File: src/verilog/ref_map_pkg.sv
package ref_map_pkg;

   // ----------------------------------------------------------------------
   // Bus and widths
   // ----------------------------------------------------------------------
   localparam int ADDR_W = 8;
   localparam int DATA_W = 32;
   localparam int DUTY_W = 8;
   localparam int REF_W  = 16;

   // ----------------------------------------------------------------------
   // Register byte addresses
   // ----------------------------------------------------------------------
   localparam logic [7:0] CTRL_ADDR   = 8'h00;
   localparam logic [7:0] THR_LO_ADDR = 8'h04;
   localparam logic [7:0] THR_MID_ADDR= 8'h08;
   localparam logic [7:0] THR_HI_ADDR = 8'h0c;
   localparam logic [7:0] LVL_ADDR    = 8'h10;
   localparam logic [7:0] LVL_HI_ADDR = 8'h14;
   localparam logic [7:0] MAX_ADDR    = 8'h18;
   localparam logic [7:0] CEIL_ADDR   = 8'h1c;
   localparam logic [7:0] DUTY_ADDR   = 8'h20;
   localparam logic [7:0] STATUS_ADDR = 8'h24;

   // ----------------------------------------------------------------------
   // Control and status register fields
   // ----------------------------------------------------------------------
   localparam int CTRL_PROFILE_LSB = 0;
   localparam int CTRL_MODE_LSB    = 2;
   localparam int CTRL_STANDBY_BIT = 4;
   localparam int CTRL_DIR_BIT     = 5;
   localparam int CTRL_DIGITAL_BIT = 6;
   localparam int STAT_RUN_BIT     = 24;
   localparam int STAT_REV_BIT     = 25;

   // Profile selection codes
   localparam logic [1:0] PROFILE_BYPASS = 2'h0;
   localparam logic [1:0] PROFILE_FWDREV = 2'h3;

   // Control mode codes
   localparam logic [1:0] MODE_SPEED   = 2'h0;
   localparam logic [1:0] MODE_POWER   = 2'h1;
   localparam logic [1:0] MODE_CURRENT = 2'h2;
   localparam logic [1:0] MODE_MODIDX  = 2'h3;

   // ----------------------------------------------------------------------
   // Scaling
   // ----------------------------------------------------------------------
   localparam int          FULL_CODE     = 255;
   localparam int          MIN_DUTY_PCT  = 1;
   localparam logic [7:0]  MIN_DUTY_CODE = 8'((FULL_CODE * MIN_DUTY_PCT + 99) / 100);
   localparam logic [15:0] MODIDX_FULL   = 16'hffff;
   localparam logic [23:0] FULL_DIV      = 24'(FULL_CODE);

   // ----------------------------------------------------------------------
   // Carrier of the mapped target
   // ----------------------------------------------------------------------
   typedef struct packed {
      logic [REF_W-1:0]  target;
      logic [DUTY_W-1:0] ref_x;
      logic [DUTY_W-1:0] mod_duty;
      logic              run;
      logic              reverse;
      logic              valid;
   } target_s;

endpackage

File: src/verilog/duty_to_reference_mapper.sv
// Operation
// Forward-reverse profile ignores direction pin and direction register bit.
// Command below low off threshold gives the low off level.
// Hysteresis between off and on thresholds on both low and high ends.
// Between low off and low clamp thresholds the low clamp level holds.
// Linear ramp from low clamp threshold to breakpoint A; breakpoints ascend.
// Level A holds from A to B; above B the motor is off.
// Crossing breakpoint C reverses the commanded direction.
// Above D run reverse at level D up to breakpoint E.
// Ramp from E to high clamp threshold, then high clamp level.
// Above high off threshold switch to the high off level.
// Hysteresis width applies at the steps at breakpoints B and D.
// Speed mode: full command gives maximum speed, scaled linearly.
// Zero maximum speed or power forces zero reference and stopped motor.
// Power mode: full command gives maximum power, scaled linearly.
// Current mode: full command gives the current ceiling.
// Command or profile output below one percent forces zero and stop; the code only tests the selected reference ref_x.
// Modulation mode: applied duty proportional to command up to full.
// Modulation mode below minimum duty drives zero output duty.
// Target is eight-bit profile output over 255 times full scale.
// Profile code 11b selects forward-reverse, 00b bypasses the profiler.
// Zero command: standby runs at low off level, sleep stops.
// Software programs breakpoints ascending; not checked here.
// Each control update re-evaluates, hysteresis state kept between updates.
module duty_to_reference_mapper
   import ref_map_pkg::*;
(
   input  wire logic              ref_clk,
   input  wire logic              rstn,
   input  wire logic [ADDR_W-1:0] addr,
   input  wire logic [DATA_W-1:0] wdata,
   input  wire logic              wr,
   input  wire logic              rd,
   output      logic [DATA_W-1:0] rdata,
   input  wire logic [DUTY_W-1:0] duty_cmd,
   input  wire logic              duty_valid,
   input  wire logic              dir_pin,
   output      target_s           result
);

   // ----------------------------------------------------------------------
   // State
   // ----------------------------------------------------------------------
   typedef struct packed {
      logic [6:0]        ctrl;
      logic [31:0]       thr_lo;
      logic [31:0]       thr_mid;
      logic [31:0]       thr_hi;
      logic [31:0]       lvl;
      logic [15:0]       lvl_hi;
      logic [31:0]       max;
      logic [15:0]       ceiling;
      logic [7:0]        dig_duty;
      logic              dir_meta;
      logic              dir_sync;
      logic              low_off;
      logic              high_off;
      logic              past_b;
      logic              past_d;
      logic [7:0]        last_duty;
      target_s           out;
      logic [DATA_W-1:0] rdata;
   } state_s;

   state_s st;
   state_s next_st;

   // ----------------------------------------------------------------------
   // Configuration fields
   // ----------------------------------------------------------------------
   logic [1:0] profile;
   logic [1:0] mode;
   logic       standby;
   logic [7:0] low_off_threshold;
   logic [7:0] low_on_threshold;
   logic [7:0] low_clamp_threshold;
   logic [7:0] bp_a;
   logic [7:0] bp_b;
   logic [7:0] bp_c;
   logic [7:0] bp_d;
   logic [7:0] bp_e;
   logic [7:0] high_clamp_threshold;
   logic [7:0] high_on_threshold;
   logic [7:0] high_off_threshold;
   logic [7:0] command_hysteresis_width;
   logic [7:0] low_off_level;
   logic [7:0] low_clamp_level;
   logic [7:0] level_a;
   logic [7:0] level_d;
   logic [7:0] high_clamp_level;
   logic [7:0] high_off_level;
   logic [15:0] max_speed;
   logic [15:0] max_power;

   assign profile                  = st.ctrl[CTRL_PROFILE_LSB +: 2];
   assign mode                     = st.ctrl[CTRL_MODE_LSB +: 2];
   assign standby                  = st.ctrl[CTRL_STANDBY_BIT];
   assign low_off_threshold        = st.thr_lo[7:0];
   assign low_on_threshold         = st.thr_lo[15:8];
   assign low_clamp_threshold      = st.thr_lo[23:16];
   assign bp_a                     = st.thr_lo[31:24];
   assign bp_b                     = st.thr_mid[7:0];
   assign bp_c                     = st.thr_mid[15:8];
   assign bp_d                     = st.thr_mid[23:16];
   assign bp_e                     = st.thr_mid[31:24];
   assign high_clamp_threshold     = st.thr_hi[7:0];
   assign high_on_threshold        = st.thr_hi[15:8];
   assign high_off_threshold       = st.thr_hi[23:16];
   assign command_hysteresis_width = st.thr_hi[31:24];
   assign low_off_level            = st.lvl[7:0];
   assign low_clamp_level          = st.lvl[15:8];
   assign level_a                  = st.lvl[23:16];
   assign level_d                  = st.lvl[31:24];
   assign high_clamp_level         = st.lvl_hi[7:0];
   assign high_off_level           = st.lvl_hi[15:8];
   assign max_speed                = st.max[15:0];
   assign max_power                = st.max[31:16];

   // ----------------------------------------------------------------------
   // Linear interpolation between two breakpoints
   // ----------------------------------------------------------------------
   function automatic logic [7:0] interp(input logic [7:0] x, input logic [7:0] x0,
                                         input logic [7:0] x1, input logic [7:0] y0,
                                         input logic [7:0] y1);
      logic signed [17:0] num;
      logic signed [17:0] q;
      logic signed [17:0] span;
      num  = 18'(signed'({1'b0, x} - {1'b0, x0})) *
             18'(signed'({1'b0, y1} - {1'b0, y0}));
      span = 18'(signed'({1'b0, x1} - {1'b0, x0}));
      if (x1 <= x0) begin
         q = 18'(signed'({1'b0, y1} - {1'b0, y0}));
      end else begin
         q = num / span;
      end
      interp = 8'(18'(signed'({10'h000, y0})) + q);
   endfunction

   // ----------------------------------------------------------------------
   // Update strobe and command source
   // ----------------------------------------------------------------------
   logic       dig_write;
   logic       upd;
   logic [7:0] duty;

   assign dig_write = wr && (addr == DUTY_ADDR) && st.ctrl[CTRL_DIGITAL_BIT];
   assign upd       = dig_write || (duty_valid && !st.ctrl[CTRL_DIGITAL_BIT]);
   assign duty      = dig_write ? wdata[7:0] : duty_cmd;

   // ----------------------------------------------------------------------
   // Forward-reverse profile
   // ----------------------------------------------------------------------
   logic       n_low_off;
   logic       n_high_off;
   logic       n_past_b;
   logic       n_past_d;
   logic [7:0] fr_ref;
   logic       fr_run;
   logic       fr_rev;

   always_comb begin
      n_low_off  = st.low_off;
      n_high_off = st.high_off;
      n_past_b   = st.past_b;
      n_past_d   = st.past_d;
      if (duty < low_off_threshold) begin
         n_low_off = 1'b1;
      end else if (duty >= low_on_threshold) begin
         n_low_off = 1'b0;
      end
      if (duty > high_off_threshold) begin
         n_high_off = 1'b1;
      end else if (duty < high_on_threshold) begin
         n_high_off = 1'b0;
      end
      if ({1'b0, duty} >= {1'b0, bp_b} + {1'b0, command_hysteresis_width}) begin
         n_past_b = 1'b1;
      end else if (duty < bp_b) begin
         n_past_b = 1'b0;
      end
      if ({1'b0, duty} >= {1'b0, bp_d} + {1'b0, command_hysteresis_width}) begin
         n_past_d = 1'b1;
      end else if (duty < bp_d) begin
         n_past_d = 1'b0;
      end
      fr_rev = duty >= bp_c;
      fr_run = 1'b1;
      if (n_low_off) begin
         fr_ref = low_off_level;
      end else if (duty <= low_clamp_threshold) begin
         fr_ref = low_clamp_level;
      end else if (duty < bp_a) begin
         fr_ref = interp(duty, low_clamp_threshold, bp_a, low_clamp_level, level_a);
      end else if (!n_past_b) begin
         fr_ref = level_a;
      end else if (!n_past_d) begin
         fr_ref = 8'h00;
         fr_run = 1'b0;
      end else if (duty <= bp_e) begin
         fr_ref = level_d;
      end else if (duty < high_clamp_threshold) begin
         fr_ref = interp(duty, bp_e, high_clamp_threshold, level_d, high_clamp_level);
      end else if (!n_high_off) begin
         fr_ref = high_clamp_level;
      end else begin
         fr_ref = high_off_level;
      end
   end

   // ----------------------------------------------------------------------
   // Reference selection and scaling
   // ----------------------------------------------------------------------
   logic [7:0]  ref_x;
   logic        run;
   logic        rev;
   logic [15:0] full;
   logic [23:0] scaled;
   logic [7:0]  bypass_ref;
   logic [8:0]  delta;

   always_comb begin
      delta      = (duty >= st.last_duty) ? {1'b0, duty - st.last_duty}
                                          : {1'b0, st.last_duty - duty};
      bypass_ref = (delta >= {1'b0, command_hysteresis_width}) ? duty : st.last_duty;
      rev        = st.dir_sync | st.ctrl[CTRL_DIR_BIT];
      run        = 1'b1;
      if (profile == PROFILE_FWDREV) begin
         ref_x = fr_ref;
         run   = fr_run;
         rev   = fr_rev;
      end else begin
         ref_x = bypass_ref;
      end
      if (duty == 8'h00) begin
         ref_x = standby ? low_off_level : 8'h00;
         run   = standby;
      end
      unique case (mode)
         MODE_SPEED:   full = max_speed;
         MODE_POWER:   full = max_power;
         MODE_CURRENT: full = st.ceiling;
         MODE_MODIDX:  full = MODIDX_FULL;
      endcase
      if (ref_x < MIN_DUTY_CODE || full == 16'h0000) begin
         run = 1'b0;
      end
      scaled = (24'(ref_x) * 24'(full)) / FULL_DIV;
      if (!run) begin
         scaled = 24'h000000;
      end
   end

   // ----------------------------------------------------------------------
   // Next state
   // ----------------------------------------------------------------------
   always_comb begin
      next_st           = st;
      next_st.dir_meta  = dir_pin;
      next_st.dir_sync  = st.dir_meta;
      next_st.out.valid = 1'b0;
      if (wr) begin
         unique case (addr)
            CTRL_ADDR:    next_st.ctrl    = wdata[6:0];
            THR_LO_ADDR:  next_st.thr_lo  = wdata;
            THR_MID_ADDR: next_st.thr_mid = wdata;
            THR_HI_ADDR:  next_st.thr_hi  = wdata;
            LVL_ADDR:     next_st.lvl     = wdata;
            LVL_HI_ADDR:  next_st.lvl_hi  = wdata[15:0];
            MAX_ADDR:     next_st.max     = wdata;
            CEIL_ADDR:    next_st.ceiling = wdata[15:0];
            DUTY_ADDR:    next_st.dig_duty = wdata[7:0];
            default:      next_st.ctrl    = st.ctrl;
         endcase
      end
      if (upd) begin
         next_st.low_off      = n_low_off;
         next_st.high_off     = n_high_off;
         next_st.past_b       = n_past_b;
         next_st.past_d       = n_past_d;
         next_st.last_duty    = bypass_ref;
         next_st.out.ref_x    = ref_x;
         next_st.out.target   = scaled[15:0];
         next_st.out.mod_duty = (run && mode == MODE_MODIDX) ? ref_x : 8'h00;
         next_st.out.run      = run;
         next_st.out.reverse  = rev;
         next_st.out.valid    = 1'b1;
      end
      next_st.rdata = '0;
      if (rd) begin
         unique case (addr)
            CTRL_ADDR:    next_st.rdata = {25'h0000000, st.ctrl};
            THR_LO_ADDR:  next_st.rdata = st.thr_lo;
            THR_MID_ADDR: next_st.rdata = st.thr_mid;
            THR_HI_ADDR:  next_st.rdata = st.thr_hi;
            LVL_ADDR:     next_st.rdata = st.lvl;
            LVL_HI_ADDR:  next_st.rdata = {16'h0000, st.lvl_hi};
            MAX_ADDR:     next_st.rdata = st.max;
            CEIL_ADDR:    next_st.rdata = {16'h0000, st.ceiling};
            DUTY_ADDR:    next_st.rdata = {24'h000000, st.dig_duty};
            STATUS_ADDR: begin
               next_st.rdata[REF_W-1:0]  = st.out.target;
               next_st.rdata[23:16]      = st.out.ref_x;
               next_st.rdata[STAT_RUN_BIT] = st.out.run;
               next_st.rdata[STAT_REV_BIT] = st.out.reverse;
            end
            default:      next_st.rdata = '0;
         endcase
      end
   end

   always_ff @(posedge ref_clk or negedge rstn) begin
      if (!rstn) begin
         st <= '0;
      end else begin
         st <= next_st;
      end
   end

   assign rdata  = st.rdata;
   assign result = st.out;
endmodule // duty_to_reference_mapper

File: config.mk
export PLATFORM = sky130hd
export DESIGN_NAME = duty_to_reference_mapper
export DESIGN_NICKNAME = d
export VERILOG_FILES = /design/src/verilog/ref_map_pkg.sv /design/src/verilog/duty_to_reference_mapper.sv
export SDC_FILE = /design/constraint.sdc
export NUM_CORES = 2
export LEC_CHECK = 0
export ABC_AREA = 1
export BUFFER_PORTS_ARGS = -buffer_cell sky130_fd_sc_hd__buf_2
export CORE_UTILIZATION = 55
export DETAILED_ROUTE_END_ITERATION = 8
export GPL_TIMING_DRIVEN = 0
export PLACE_DENSITY = 0.72
export SKIP_LAST_GASP = 1
export SLEW_MARGIN = 20
export SYNTH_ARGS = -nofsm -noshare
export SYNTH_HDL_FRONTEND = slang
export SYNTH_SLANG_ARGS = --single-unit
File: constraint.sdc
create_clock -name ref_clk -period 105.5 [get_ports ref_clk]
set_input_delay 10.55 -clock ref_clk [delete_from_list [all_inputs] [get_ports ref_clk]]
set_output_delay 10.55 -clock ref_clk [all_outputs]
set_load 0.05 [all_outputs]
==> results.ini <==
[outcome]
status = complete, no violations

[grt]
met2_usage_pct = 55.08
grt_antenna_before_repair = 2
grt_busiest_layer = met2
grt.met1_usage_pct = 45.16
grt_pass1_wl_mm = 241.2
grt_start_max_net_pins = 96
grt_overflow_total = 0
grt_use_met3_pct = 3.697
grt_pass1_vias = 44710
track_usage_pct = 34.04

[synthesis]
avgSynthCellArea_um2 = 6.854
yosys.area_share.xor_xnor_pct = 6.580
yosys.area.top_type_share_pct = 16.93
synth_cells = 7030
synth-simple-area-share_pct = 23.26
synthAdderAreaFrac_pct = 26.82
synth_seq_area_share_pct = 14.96
synth.area.top_cells = ha_1 17%, dfrtp_1 15%, nand2_1 13%
synth_largest_area_cell = ha_1
synth_top_family_by_area = adder cells
ys_types = 63
synth_edf_count = 0
yosys_most_used_dff = dfrtp_1
muxShareOfSynthArea_pct = 0.08569
syn_area_um2 = 48180
synth_warnings = 0
synth-compound-area-share_pct = 16.49
synth-async-reset-ratio_pct = 100.0
ys_ff_latch = 288

[sta]
setup_viol_count_final = 0
setup_tns_ps = 0
slew_viol_final = 0
maxSlewHeadroom_pct = 18.77
fin_skew_ps = 31.84
rsz0062_at_grt = no
max_clock_freq_mhz = 12.38
hold_viol_final = 0
fin_crit_sh_pct = 76.59
fin_hold_ws_ps = 362.1
worstMarginPinSlew_ps = 1219
layout_min_cycle_time_ps = 80810

[detailed_routing]
vias = 47070
drc = 0
drtPass1Iterations = 6
antenna_left = 0
wl_per_cell_um = 18.01
viasPerCell = 5.561
routed_wl_mm = 152.5
drtIter0Drc = 4059

[cells_and_area]
seq_area_um2 = 7207
multi_input_area_um2 = 35770
areaGrowthSynthToFinish_pct = 8.009
drive_gt1_share_pct = 6.335
nFillCells = 8357
post-route-util_pct = 59.99
nNetsFinal = 8231

[setup_path]
r2r_start = st[287]$_DFFE_PN0P_
start_kind = input pin
crit_type = input pin to flop
crit_required_ps = 106000
reg2reg_slack_ps = 34910
r2r_end = result[19]$_DFFE_PN0P_
slowest_stage = clkbuf_1
path_max_fanout = 13
setup.worst_path.end_class = flop
crit_top_cell = nand2_1
r2r_cells = 414
cpPeakStageDelay_ps = 830
cp.arrival_ps = 81310

[cts]
post_cts_resized = 0
worstSkewPairLatency_ps = 620
clkSinkCount = 288
postCtsSetupRepairBufs = 0
clk_pin_slew_ps = 70
tritoncts = yes
clk_path_buf_depth = 3
ctsHoldBuffers = 0
cts_buffers = 29
root_buffer = clkbuf_16
h-tree-depth = 1

[min_path]
whs_endpoint = st[79]$_DFF_PN0_
min-delay-start = next_st[79]$_DFF_PN0_
worstHoldPathType = flop to flop
min_path_cells = 0

[floorplan]
dieArea_um2 = 88790
fp.dieH_um = 298.0
fp-row-count = 108
coreArea_um2 = 86750
ios = 121
die_w_um = 298.0
start_util_pct = 55.54

[flow_run]
maxCapViolCount = 0

[placed_design]
post-dp-hpwl_mm = 125.0
place.gp.congestion = 1.010
port_buffers = 119

synthesized netlist by cell type (50+ instances only):
cell type	number
nor2_1	524
nand2_1	1613
a21oi_1	394
nand4_1	58
clkbuf_1	121
buf_4	67
o21ai_0	602
inv_1	1203
nand3_1	217
o21bai_1	51
nor3_1	52
xor2_1	220
o22ai_1	50
fa_1	238
dfrtp_1	288
a21o_1	56
xnor2_1	142
ha_1	652
through the flow:
step	cell area, um^2	setup WS (ps)	cells
floorplan	48520	36830	7119
global placement	50560	22290	8393
detailed placement	51010	24460	8408
CTS	52010	24910	8461
global route	52040	17120	8464
finish	52040	24690	8465
sequential cells by signal, summed over array words and instances, names as in the netlist, 16 cells and up:
name / cells
rdata: 32
max_power: 16
max_speed: 16
st: 40
result: 35
cells in the final DEF (no fill, tap or decap), drive strengths merged, types with 4 or more instances in the layout:
cell type / instances
ha: 652
a32o: 5
clkbuf: 159
buf: 208
a21oi: 395
nand3: 238
clkinv: 23
o21bai: 51
a41oi: 10
xor2: 220
nor3: 52
a2111oi: 5
a21o: 56
clkinvlp: 4
a31oi: 19
nand2: 1668
o221ai: 15
nand4: 59
xnor2: 142
o21a: 15
nand3b: 11
o211ai: 36
or2: 46
o311ai: 4
fa: 238
o21ai: 620
nor4: 14
o22ai: 50
nor2: 556
a21boi: 13
conb: 90
dfrtp: 288
nor3b: 4
o2111ai: 8
a221oi: 41
inv: 1236
o31ai: 28
a211oi: 10
how the worst max path moves through the flow:
stage	from	endpoint	slack, ps
after floorplan	addr[1]	result[19]$_DFFE_PN0P_	36830
after global placement	addr[1]	result[19]$_DFFE_PN0P_	22290
after detailed placement	addr[7]	result[19]$_DFFE_PN0P_	24460
after CTS	addr[7]	result[19]$_DFFE_PN0P_	24910
after global routing	addr[6]	result[19]$_DFFE_PN0P_	17120
final	addr[7]	result[19]$_DFFE_PN0P_	24690
area by class of cell:
cell class,count,share of cell area [%]
timing repair buffer,137,1.815
antenna,1,0.004808
clock buffer,35,1.515
clock inverter,18,0.3943
sequential,288,13.85
multi-input combinational,5388,68.73
buffer,195,1.909
inverter,1248,9.006
tap,1155,2.777
kinds of logic after synthesis:
family | after synthesis
compound gates | 1389
xor+xnor | 362
fa+ha+maj | 890
buf+inv | 1443
flops | 288
mux | 4
other cells | 1
simple gates | 2653
per-layer routing:
| layer | routed length [um] | part of all wire (%) | up-vias |
|---|---|---|---|
| li1 | - | - | 23120 |
| met1 | 65680 | 43 | 21950 |
| met2 | 67210 | 44 | 1648 |
| met3 | 10680 | 7.0 | 360 |
| met4 | 8919 | 5.8 | 0 |
| met5 | 0 | 0 | - |
worst max-delay path: cells and delay by family:
family,cells,cell delay [ps]
AND/OR/NAND/NOR,180,20940
AO/OA/AOI/OAI,132,24870
adder cells (fa/ha/maj),31,11680
buffers and inverters,72,11670
XOR/XNOR,4,1080
multiplexers,1,380
Power is left out: the tool's default activity adds up to more than one toggle a clock period on the data nets, which glitch-free logic cannot reach.
